--- src/adapter_regs_pkg.sv ---
// Constants, field layouts and carrier types of the adapter control/status.
// How it works
// (RL1) Jumper bits select one of four bases
// (RL2) Jumper bits match address bits 16, 17
// (RL3) Control bits write one set, zero clear
// (RL4) Adapter init bit sets, then self-clears
// (RL5) Map-disable field disables maps by sixteens
// (RL6) Disabled-map DMA ignored, register access allowed
// (RL7) Map-disable field resets to zero
// (RL8) Field switch routes peripheral interrupts out
// (RL9) Field switch cleared: power-up, init, dead
// (RL10) Bus-request enable cleared: init, backplane_a, dead
// (RL11) DMA error enable gates seven errors
// (RL12) Transfer error enable gates two timeouts
// (RL13) Environment enable, powers up as one
// (RL14) Power-fail bit holds peripheral bus down
// (RL15) Adapter init clears registers, runs power-fail
// (RL16) Init 500 us, power-fail 25 ms
// (RL17) During init only limited registers reachable
// (RL18) After init all registers reachable again
// (RL19) Status vector bits read-only, errors W1C
// (RL20) Vector-full set on vector load
// (RL21) Environment bits 23,22,18,17,16
// (RL22) Software writes whole longwords only
// (RL23) Vector-full cleared after its read completes
// (RL24) Reserved bits read zero, ignore writes
package adapter_regs_pkg;

	// ==========================================================
	// Register offsets (byte addresses in the adapter space)
	localparam logic [11:0] OFS_CONFIG = 12'h000;
	localparam logic [11:0] OFS_CONTROL = 12'h004;
	localparam logic [11:0] OFS_STATUS = 12'h008;
	localparam logic [11:0] OFS_DIAG = 12'h00C;

	// ==========================================================
	// Control register layout
	localparam int CTL_MAPDIS_LSB = 26;
	localparam int CTL_MAPDIS_W = 5;
	localparam int CTL_IFS = 6;
	localparam int CTL_BUS_REQUEST_IRQ_ENABLE = 5;
	localparam int CTL_DMAIE = 4;
	localparam int CTL_XFERIE = 3;
	localparam int CTL_ENVIE = 2;
	localparam int CTL_UPF = 1;
	localparam int CTL_INIT = 0;

	// ==========================================================
	// Status register layout
	localparam int STS_VEC_LSB = 24;
	localparam int STS_VEC_W = 4;
	localparam int STS_ERR_W = 11;
	localparam logic [10:0] STS_DMA_ERR_MASK = 11'h6F8;
	localparam logic [10:0] STS_XFER_ERR_MASK = 11'h003;

	// ==========================================================
	// Address space decode, on longword addresses
	localparam int SPACE_SEL_LSB = 16;
	localparam int SPACE_TAG_LSB = 18;
	localparam logic [9:0] SPACE_TAG = 10'h201;
	localparam int MAP_IDX_W = 9;
	localparam int MAP_GROUP_LSB = 4;

	// ==========================================================
	// Timing
	localparam int CLK_PERIOD_NS = 10;
	localparam int INIT_TIME_NS = 500000;
	localparam int PF_TIME_NS = 25000000;
	localparam int INIT_CYCLES = INIT_TIME_NS / CLK_PERIOD_NS;
	localparam int PF_CYCLES = PF_TIME_NS / CLK_PERIOD_NS;
	localparam int TIMER_W = 22;

	// Upper adapter-code bits; value is arbitrary.
	localparam logic [5:0] ADAPTER_CODE_HI = 6'h05;

	// ==========================================================
	// Types
	typedef enum logic [1:0] {
		ST_READY = 2'b00,
		ST_INIT = 2'b01
	} init_state_t;

	typedef struct packed {
		logic rd;
		logic wr;
		logic [11:0] addr;
		logic [31:0] wdata;
	} reg_req_t;

	typedef struct packed {
		logic ack;
		logic refused;
		logic [31:0] rdata;
	} reg_rsp_t;

endpackage

--- src/adapter_ctrl_status.sv ---
// Control register, status register and init sequencing of the adapter.
`timescale 1ns/1ps
`default_nettype none
module adapter_ctrl_status
#(
	parameter int INIT_COUNT = adapter_regs_pkg::INIT_CYCLES,
	parameter int PF_COUNT = adapter_regs_pkg::PF_CYCLES
)
(
	// Clock and resets
	input wire logic i_ref_clk,
	input wire logic i_srst,
	input wire logic i_backplane_a,
	input wire logic i_bus_dead,
	// Register access
	input wire adapter_regs_pkg::reg_req_t i_req,
	output adapter_regs_pkg::reg_rsp_t o_rsp,
	// Jumpers and address space decode
	input wire logic i_space_select_high,
	input wire logic i_space_select_low,
	input wire logic i_addr_valid,
	input wire logic [27:0] i_long_addr,
	output logic [7:0] o_adapter_code,
	output logic o_space_hit,
	// DMA map gating
	input wire logic i_dma_req,
	input wire logic [8:0] i_dma_map_idx,
	output logic o_dma_accept,
	output logic o_dma_ignored,
	// Status events
	input wire logic [10:0] i_err_set,
	input wire logic [3:0] i_vec_loaded,
	input wire logic [3:0] i_vec_read_done,
	input wire logic [4:0] i_env_status,
	// Interrupts
	input wire logic i_periph_irq,
	output logic o_periph_irq_fwd,
	output logic o_periph_irq_internal,
	output logic o_dma_err_irq,
	output logic o_xfer_err_irq,
	output logic o_env_irq,
	// Peripheral bus power fail and adapter reset
	output logic o_ac_power_low,
	output logic o_dc_power_low,
	output logic o_bus_init,
	output logic o_adapter_reset,
	output logic o_init_busy
);
	import adapter_regs_pkg::*;

	logic [CTL_MAPDIS_W-1:0] map_disable_field_r;
	logic interrupt_field_switch_r;
	logic bus_request_irq_enable_r;
	logic dma_error_irq_enable_r;
	logic host_xfer_error_irq_enable_r;
	logic environment_irq_enable_r;
	logic periph_bus_power_fail_r;
	logic [STS_VEC_W-1:0] vec_full_r;
	logic [STS_ERR_W-1:0] err_r;
	logic [1:0] space_sel_r;
	init_state_t state_r;
	init_state_t state_nxt;
	logic init_busy;
	logic pf_busy;
	logic upf_d_r;
	logic init_start;
	logic pf_start;
	logic wr_ctl;
	logic wr_sts;
	logic rd_ctl;
	logic rd_sts;
	logic rd_ok;
	logic wr_ok;
	logic [31:0] ctl_word;
	logic [31:0] sts_word;

	// ==========================================================
	// Access decode
	// Writes are taken as whole longwords; narrower reads still answer.
	always_comb
	begin
		rd_ok = 1'b0;
		wr_ok = 1'b0;
		if (i_req.addr == OFS_CONFIG || i_req.addr == OFS_DIAG)
		begin
			rd_ok = 1'b1; // [RL17]
			wr_ok = 1'b1;
		end
		else if (i_req.addr == OFS_CONTROL)
		begin
			// The refusal window follows the sequence state, so it ends
			// on the same edge as o_init_busy and software sees no gap.
			rd_ok = state_r != ST_INIT; // [RL17] [RL18]
			wr_ok = 1'b1;
		end
		else
		begin
			rd_ok = state_r != ST_INIT; // [RL18]
			wr_ok = state_r != ST_INIT;
		end
	end

	assign wr_ctl = i_req.wr && i_req.addr == OFS_CONTROL; // [RL22]
	assign wr_sts = i_req.wr && i_req.addr == OFS_STATUS && wr_ok;
	assign rd_ctl = i_req.rd && i_req.addr == OFS_CONTROL && rd_ok;
	assign rd_sts = i_req.rd && i_req.addr == OFS_STATUS && rd_ok;
	assign init_start = wr_ctl && i_req.wdata[CTL_INIT]; // [RL4]
	assign pf_start = init_start || (periph_bus_power_fail_r && !upf_d_r);

	// ==========================================================
	// Init and power-fail timers
	interval_timer #(
		.COUNT(INIT_COUNT),
		.WIDTH(TIMER_W)
	) u_init_timer (
		.i_ref_clk(i_ref_clk),
		.i_srst(i_srst),
		.i_start(init_start),
		.o_busy(init_busy)
	); // [RL16]

	interval_timer #(
		.COUNT(PF_COUNT),
		.WIDTH(TIMER_W)
	) u_pf_timer (
		.i_ref_clk(i_ref_clk),
		.i_srst(i_srst),
		.i_start(pf_start),
		.o_busy(pf_busy)
	); // [RL15] [RL16]

	// ==========================================================
	// Init sequence state
	always_comb
	begin
		state_nxt = state_r;
		case (state_r)
			ST_READY:
			begin
				if (init_start)
				begin
					state_nxt = ST_INIT;
				end
			end
			ST_INIT:
			begin
				if (!init_start && !init_busy)
				begin
					state_nxt = ST_READY;
				end
			end
			default:
			begin
				state_nxt = ST_READY;
			end
		endcase
	end

	always_ff @(posedge i_ref_clk)
	begin
		if (i_srst)
		begin
			state_r <= ST_READY;
		end
		else
		begin
			state_r <= state_nxt;
		end
	end

	// ==========================================================
	// Control register
	// Init wins over a simultaneous write: it clears every field.
	always_ff @(posedge i_ref_clk)
	begin
		if (i_srst)
		begin
			map_disable_field_r <= '0; // [RL7]
			interrupt_field_switch_r <= 1'b0; // [RL9]
			bus_request_irq_enable_r <= 1'b0; // [RL10]
			dma_error_irq_enable_r <= 1'b0; // [RL11]
			host_xfer_error_irq_enable_r <= 1'b0; // [RL12]
			environment_irq_enable_r <= 1'b1; // [RL13]
			periph_bus_power_fail_r <= 1'b0;
		end
		else if (init_start)
		begin
			map_disable_field_r <= '0; // [RL15]
			interrupt_field_switch_r <= 1'b0; // [RL9]
			bus_request_irq_enable_r <= 1'b0; // [RL10]
			dma_error_irq_enable_r <= 1'b0; // [RL11]
			host_xfer_error_irq_enable_r <= 1'b0; // [RL12]
			environment_irq_enable_r <= 1'b0; // [RL13]
			periph_bus_power_fail_r <= 1'b0;
		end
		else
		begin
			if (wr_ctl)
			begin
				map_disable_field_r <= i_req.wdata[CTL_MAPDIS_LSB +:
					CTL_MAPDIS_W]; // [RL3] [RL5]
				interrupt_field_switch_r <= i_req.wdata[CTL_IFS]; // [RL3]
				bus_request_irq_enable_r <= i_req.wdata[CTL_BUS_REQUEST_IRQ_ENABLE];
				dma_error_irq_enable_r <= i_req.wdata[CTL_DMAIE];
				host_xfer_error_irq_enable_r <= i_req.wdata[CTL_XFERIE];
				environment_irq_enable_r <= i_req.wdata[CTL_ENVIE];
				periph_bus_power_fail_r <= i_req.wdata[CTL_UPF]; // [RL14]
			end
			if (i_bus_dead)
			begin
				interrupt_field_switch_r <= 1'b0; // [RL9]
				bus_request_irq_enable_r <= 1'b0; // [RL10]
				host_xfer_error_irq_enable_r <= 1'b0; // [RL12]
				environment_irq_enable_r <= 1'b0; // [RL13]
			end
			if (i_backplane_a)
			begin
				bus_request_irq_enable_r <= 1'b0; // [RL10]
				dma_error_irq_enable_r <= 1'b0; // [RL11]
				host_xfer_error_irq_enable_r <= 1'b0; // [RL12]
				environment_irq_enable_r <= 1'b0; // [RL13]
			end
		end
	end

	// ==========================================================
	// Status register
	// A hardware set in the same cycle as a clear keeps the bit set.
	always_ff @(posedge i_ref_clk)
	begin
		if (i_srst || init_start)
		begin
			err_r <= '0; // [RL15]
			vec_full_r <= '0;
		end
		else
		begin
			if (wr_sts)
			begin
				err_r <= (err_r & ~i_req.wdata[STS_ERR_W-1:0]) |
					i_err_set; // [RL19]
			end
			else
			begin
				err_r <= err_r | i_err_set; // [RL19]
			end
			vec_full_r <= (vec_full_r & ~i_vec_read_done) |
				(i_vec_loaded & {STS_VEC_W{interrupt_field_switch_r &&
				bus_request_irq_enable_r}}); // [RL20] [RL23]
		end
	end

	always_ff @(posedge i_ref_clk)
	begin
		if (i_srst)
		begin
			upf_d_r <= 1'b0;
		end
		else
		begin
			upf_d_r <= periph_bus_power_fail_r;
		end
	end

	// ==========================================================
	// Read data assembly
	always_comb
	begin
		ctl_word = '0; // [RL24]
		ctl_word[CTL_MAPDIS_LSB +: CTL_MAPDIS_W] = map_disable_field_r;
		ctl_word[CTL_IFS] = interrupt_field_switch_r;
		ctl_word[CTL_BUS_REQUEST_IRQ_ENABLE] = bus_request_irq_enable_r;
		ctl_word[CTL_DMAIE] = dma_error_irq_enable_r;
		ctl_word[CTL_XFERIE] = host_xfer_error_irq_enable_r;
		ctl_word[CTL_ENVIE] = environment_irq_enable_r;
		ctl_word[CTL_UPF] = periph_bus_power_fail_r;
		ctl_word[CTL_INIT] = init_busy; // [RL4]
		sts_word = '0; // [RL24]
		sts_word[STS_VEC_LSB +: STS_VEC_W] = vec_full_r; // [RL19]
		sts_word[STS_ERR_W-1:0] = err_r;
	end

	// ==========================================================
	// Register answer, one cycle after the request
	always_ff @(posedge i_ref_clk)
	begin
		if (i_srst)
		begin
			o_rsp <= '0;
		end
		else
		begin
			o_rsp.ack <= rd_ctl || rd_sts || wr_ctl || wr_sts;
			o_rsp.refused <= (i_req.rd && !rd_ok) ||
				(i_req.wr && !wr_ok); // [RL17]
			if (rd_ctl)
			begin
				o_rsp.rdata <= ctl_word;
			end
			else if (rd_sts)
			begin
				o_rsp.rdata <= sts_word;
			end
			else
			begin
				o_rsp.rdata <= '0;
			end
		end
	end

	// ==========================================================
	// Jumpers and address space decode
	always_ff @(posedge i_ref_clk)
	begin
		if (i_srst)
		begin
			space_sel_r <= 2'b00;
			o_adapter_code <= '0;
			o_space_hit <= 1'b0;
		end
		else
		begin
			space_sel_r <= {i_space_select_high, i_space_select_low};
			o_adapter_code <= {ADAPTER_CODE_HI, space_sel_r}; // [RL1]
			o_space_hit <= i_addr_valid &&
				i_long_addr[27:SPACE_TAG_LSB] == SPACE_TAG &&
				i_long_addr[SPACE_TAG_LSB-1:SPACE_SEL_LSB] ==
				space_sel_r; // [RL1] [RL2]
		end
	end

	// ==========================================================
	// DMA map gating
	// Registers below sixteen times the field are disabled.
	always_ff @(posedge i_ref_clk)
	begin
		if (i_srst)
		begin
			o_dma_accept <= 1'b0;
			o_dma_ignored <= 1'b0;
		end
		else
		begin
			o_dma_accept <= i_dma_req && !init_busy &&
				i_dma_map_idx[MAP_IDX_W-1:MAP_GROUP_LSB] >=
				map_disable_field_r; // [RL5] [RL6]
			o_dma_ignored <= i_dma_req &&
				i_dma_map_idx[MAP_IDX_W-1:MAP_GROUP_LSB] <
				map_disable_field_r; // [RL6]
		end
	end

	// ==========================================================
	// Interrupts and peripheral bus power control
	always_ff @(posedge i_ref_clk)
	begin
		if (i_srst)
		begin
			o_periph_irq_fwd <= 1'b0;
			o_periph_irq_internal <= 1'b0;
			o_dma_err_irq <= 1'b0;
			o_xfer_err_irq <= 1'b0;
			o_env_irq <= 1'b0;
			o_ac_power_low <= 1'b0;
			o_dc_power_low <= 1'b0;
			o_bus_init <= 1'b0;
			o_adapter_reset <= 1'b0;
			o_init_busy <= 1'b0;
		end
		else
		begin
			o_periph_irq_fwd <= i_periph_irq && interrupt_field_switch_r &&
				bus_request_irq_enable_r; // [RL8]
			o_periph_irq_internal <= i_periph_irq &&
				!interrupt_field_switch_r; // [RL8]
			o_dma_err_irq <= dma_error_irq_enable_r &&
				|(err_r & STS_DMA_ERR_MASK); // [RL11]
			o_xfer_err_irq <= host_xfer_error_irq_enable_r &&
				|(err_r & STS_XFER_ERR_MASK); // [RL12]
			o_env_irq <= environment_irq_enable_r &&
				|i_env_status; // [RL13] [RL21]
			o_ac_power_low <= periph_bus_power_fail_r || pf_busy; // [RL14]
			o_dc_power_low <= periph_bus_power_fail_r || pf_busy;
			o_bus_init <= periph_bus_power_fail_r || pf_busy;
			o_adapter_reset <= init_start || init_busy; // [RL15]
			o_init_busy <= state_nxt == ST_INIT;
		end
	end
endmodule
`default_nettype wire

--- src/interval_timer.sv ---
// One-shot interval timer that stays busy for a set number of cycles.
`timescale 1ns/1ps
`default_nettype none
module interval_timer
#(
	parameter int COUNT = 16,
	parameter int WIDTH = 22
)
(
	// Clock and reset
	input wire logic i_ref_clk,
	input wire logic i_srst,
	// Control
	input wire logic i_start,
	output logic o_busy
);
	logic [WIDTH-1:0] cnt_r;

	// A start while busy restarts the full interval.
	always_ff @(posedge i_ref_clk)
	begin
		if (i_srst)
		begin
			cnt_r <= '0;
			o_busy <= 1'b0;
		end
		else if (i_start)
		begin
			cnt_r <= WIDTH'(COUNT - 1);
			o_busy <= 1'b1;
		end
		else if (cnt_r != '0)
		begin
			cnt_r <= cnt_r - 1'b1;
		end
		else
		begin
			o_busy <= 1'b0;
		end
	end
endmodule
`default_nettype wire

--- config.mk ---
export PLATFORM = sky130hd
export DESIGN_NAME = adapter_ctrl_status
export DESIGN_NICKNAME = d
export VERILOG_FILES = /design/src/adapter_regs_pkg.sv /design/src/adapter_ctrl_status.sv /design/src/interval_timer.sv
export SDC_FILE = /design/constraint.sdc
export NUM_CORES = 1
export LEC_CHECK = 0
export ABC_AREA = 1
export BUFFER_PORTS_ARGS = -buffer_cell sky130_fd_sc_hd__buf_4
export CORE_MARGIN = 4
export CORE_UTILIZATION = 40
export DETAILED_ROUTE_END_ITERATION = 6
export HOLD_SLACK_MARGIN = 0.03
export MAX_ROUTING_LAYER = met4
export PLACE_DENSITY = 0.73
export SYNTH_ARGS = -nofsm -noshare
export SYNTH_HDL_FRONTEND = slang
export SYNTH_SLANG_ARGS = --single-unit
--- constraint.sdc ---
create_clock -name i_ref_clk -period 1.94 [get_ports i_ref_clk]
set_input_delay 0.388 -clock i_ref_clk [delete_from_list [all_inputs] [get_ports i_ref_clk]]
set_output_delay 0.388 -clock i_ref_clk [all_outputs]
set_load 0.005 [all_outputs]
==> run summary <==
• **result of the run** complete, no violations
• **total iterations of the first detailed-routing run** 5
• **setup repair after global routing missed its margin** no
• **dpl cell area** 0.00641 mm2
• **Filler Cells Inserted** 1,325
• **die height** 124 um
• **insertion delay to the later sink of the worst-skew pair** 0.36 ns
• **Cells on Worst Hold Path** 2
• **Hold Vio Cnt, Final** 0
• **Reg2Reg Capture Point** u_init_timer.cnt_r[17]
• **number of port buffers** 116
• **post-route fraction of the period consumed by the critical path** 85.7%
• **Finish-stage setup viols** 0
• **total clock sinks** 111
• **Required @ worst endpoint** 2.19 ns
• **synthesis warning total** 0
• **Async SR Flop Fraction** 0%
• **count of max-cap constraint violations** 0
• **CTS tree** built
• **maximum fanout along the worst path** 6
• **total half-perimeter wirelength after legalization and detailed placement** 10,300 um
• **post-layout instance area** 0.00673 mm2
• **data arrival time at the worst-slack endpoint** 1.91 ns
• **cell accounting for the most synthesized area** sky130_fd_sc_hd__dfxtp_1
• **post-cts repair resize count** 0
• **cell types occupying the most area after synthesis** sky130_fd_sc_hd__dfxtp_1 41%, sky130_fd_sc_hd__nand2_1 11%, sky130_fd_sc_hd__nor2_1 8.7%, sky130_fd_sc_hd__nand3_1 6.7%, sky130_fd_sc_hd__inv_1 6.7%
• **first-pass GRT wire length** 22,000 um
• **cell area power density** 1250 mW/mm2
• **startpoint of the worst hold path** i_backplane_a
• **overall routing resource usage** 18.7%
• **post-CTS clock slew at the launch and capture registers of the worst setup and hold paths** 0.08 ns
• **Fin Clk Skew** 0.0119 ns
• **average cell area after synthesis** 7.07 um2
• **die span in x** 124 um
• **count of routing violations after the opening detailed-route iteration** 297
• **R2R Setup Slk** 0.28 ns
• **fraction of post-synthesis cell area in the top cell type by area** 41.2%
• **Netlist cell types** 39
• **number of antenna diodes** 0
• **final RePlAce weighted congestion** 0.916
• **remaining number of nets flagged by the antenna check after routing** 0
• **Worst Setup End Kind** flop
• **Starting Density** 40.8%
• **Area Growth Syn to Fin** 24.9%
• **most frequently used flop master after synthesis** sky130_fd_sc_hd__dfxtp_1
• **number of buffers inserted by hold repair at cts** 0
• **number of storage elements in the synthesis netlist** 111
• **CTS buffer count** 9
• **Vias/cell** 4.70
• **site row count** 42
• **maximum number of pins on one net before global-route repair** 20
• **Setup CP Type** reg -> reg
• **area of the mapped netlist** 0.00539 mm2
• **upper clock frequency limit** 601 MHz
• **number of top-level design ports** 171
• **standard cell core area** 0.0132 mm2
• **grt met1 use** 22.9%
• **number of flops mapped to enable cells by yosys** 0
• **average wire length per cell after detail routing** 12.7 um
• **met3 global-route usage** 5.31%
• **max-slew violation count** 0
• **CP Launch Type** flop
• **endpoint with the worst hold slack** dma_error_irq_enable_r
• **Synth Instances** 762
• **number of global-route vias before repair** 4,741
• **area of the die** 0.0154 mm2
• **Residual DRC** 0
• **vias** 5,018
• **cell at the root of the clock tree** sky130_fd_sc_hd__clkbuf_16
• **leakage power** 3.29 nW
• **final net count** 1,009
• **Worst Setup SP** u_init_timer.cnt_r[0]
• **WL final** 13,500 um
• **time the worst path needs with I/O delays and setup** 1.66 ns
• **H-tree depth reported by CTS** 3
• **number of buffers on the longest clock path** 2
• **register area share after synthesis** 41.2%
• **met2 track demand over resource** 29.6%
• **class of the tightest hold or removal check** in -> reg
• **Worst VDD drop** 0.663 mV
• **Post-CTS Setup Bufs** 0
• **global route overflow** 0
• **fraction of final layout cells sized beyond drive strength 1** 21.7%
• **critical register-to-register path startpoint** u_init_timer.cnt_r[0]
• **number of antenna violations at the first check in global routing** 0
• **post-route setup TNS** 0 ns
• **depth of the worst register-to-register path** 10
• **most used routing layer** met2
kinds of logic (layout without fill, tap and decap cells):
family | after synthesis | count (layout) | synth area share [%]
AND/OR/NAND/NOR | 416 | 416 | 35.0
XOR/XNOR | 20 | 20 | 3.25
AO/OA/AOI/OAI | 66 | 66 | 6.83
flip-flops | 111 | 111 | 41.2
adder cells (fa/ha/maj) | 7 | 7 | 1.63
buffers and inverters | 141 | 252 | 12.0
other | 1 | 19 | 0.0696
how the worst max path moves through the flow:
stage / cells past startpoint / end
2_1_floorplan: 8 / u_pf_timer.cnt_r[11]
3_3_place_gp: 11 / err_r[4]
3_5_place_dp: 11 / err_r[4]
4_1_cts: 10 / u_init_timer.cnt_r[17]
5_1_grt: 10 / u_init_timer.cnt_r[17]
6_report: 10 / u_init_timer.cnt_r[17]
metrics by stage:
step	cells	util (%)	hold WS [ns]	power, mW	setup slack, ns
final	1067	51.0	0.202	8.38	0.277
after floorplan	780	-	0.407	5.52	0.408
after CTS	1067	51.0	0.191	8.41	0.278
after detailed placement	1051	48.6	0.419	6.39	0.136
after global routing	1067	51.0	0.193	9.10	0.0278
after global placement	1051	48.6	0.419	6.32	0.142
report_power, final:
group,switching (mW),internal (mW),total (mW)
registers,0.291,2.63,2.92
clock network,0.854,1.14,2.00
logic,2.09,1.38,3.47
cell usage in the layout, fill, tap and decap left out, drive strengths merged:
master  count
a21oi      36
a41oi       1
buf       131
bufinv      2
clkbuf     10
clkinv      2
conb       19
dfxtp     111
ha          7
inv       107
nand2     162
nand3      76
nand3b      5
nand4       8
nor2      133
nor3       15
nor3b       1
nor4        3
o211ai      2
o21ai      22
o21bai      2
o311ai      1
o31ai       2
or2        12
or3         1
xnor2       8
xor2       12
synth_stat cells (2+ instances only):
| master | count |
|---|---|
| sky130_fd_sc_hd__a21oi_1 | 36 |
| sky130_fd_sc_hd__buf_1 | 2 |
| sky130_fd_sc_hd__buf_2 | 5 |
| sky130_fd_sc_hd__buf_4 | 25 |
| sky130_fd_sc_hd__buf_6 | 2 |
| sky130_fd_sc_hd__clkbuf_1 | 2 |
| sky130_fd_sc_hd__dfxtp_1 | 111 |
| sky130_fd_sc_hd__ha_1 | 7 |
| sky130_fd_sc_hd__inv_1 | 96 |
| sky130_fd_sc_hd__inv_2 | 8 |
| sky130_fd_sc_hd__nand2_1 | 152 |
| sky130_fd_sc_hd__nand2_2 | 6 |
| sky130_fd_sc_hd__nand2_4 | 4 |
| sky130_fd_sc_hd__nand3_1 | 72 |
| sky130_fd_sc_hd__nand3_2 | 3 |
| sky130_fd_sc_hd__nand3b_1 | 5 |
| sky130_fd_sc_hd__nand4_1 | 8 |
| sky130_fd_sc_hd__nor2_1 | 125 |
| sky130_fd_sc_hd__nor2_2 | 3 |
| sky130_fd_sc_hd__nor2_4 | 4 |
| sky130_fd_sc_hd__nor3_1 | 15 |
| sky130_fd_sc_hd__nor4_1 | 3 |
| sky130_fd_sc_hd__o211ai_1 | 2 |
| sky130_fd_sc_hd__o21ai_0 | 14 |
| sky130_fd_sc_hd__o21ai_1 | 4 |
| sky130_fd_sc_hd__o21ai_2 | 4 |
| sky130_fd_sc_hd__o21bai_1 | 2 |
| sky130_fd_sc_hd__o31ai_1 | 2 |
| sky130_fd_sc_hd__or2_2 | 12 |
| sky130_fd_sc_hd__xnor2_1 | 8 |
| sky130_fd_sc_hd__xor2_1 | 12 |
cell type report:
cell class	instances	area, um2	share of cell area, %
Clock buffer	10	229	3.40
Sequential cell	111	2220	33.0
Multi-Input combinational cell	528	2590	38.4
Tap cell	176	220	3.27
Inverter	105	397	5.89
Timing Repair Buffer	131	983	14.6
Clock inverter	6	91.3	1.36
critical path, stage by stage (launching register included):
cell	delay (ns)
sky130_fd_sc_hd__dfxtp_1	0.35
sky130_fd_sc_hd__inv_1	0.10
sky130_fd_sc_hd__ha_1	0.23
sky130_fd_sc_hd__nand2_1	0.12
sky130_fd_sc_hd__nor2_1	0.06
sky130_fd_sc_hd__nand2_1	0.14
sky130_fd_sc_hd__inv_2	0.06
sky130_fd_sc_hd__nand2_2	0.13
sky130_fd_sc_hd__nand3_1	0.13
sky130_fd_sc_hd__o21ai_0	0.19
sky130_fd_sc_hd__nor2_1	0.06
sequential cells by signal (all words and copies together), names as in the netlist, 2 cells and up:
name and cells:
space_sel_r 2, u_init_timer.cnt_r 22, err_r 11, o_adapter_code 3, state_r 2, vec_full_r 4
o_rsp 20, u_pf_timer.cnt_r 22, map_disable_field_r 5
metal layers:
metal / vias to the layer above / wire [um]
met4: 0 / 224
li1: 2598 / -
met1: 2273 / 5920
met3: 15 / 857
met5: - / 0
met2: 132 / 6500
No activity file was read; power rests on OpenSTA's default activity.
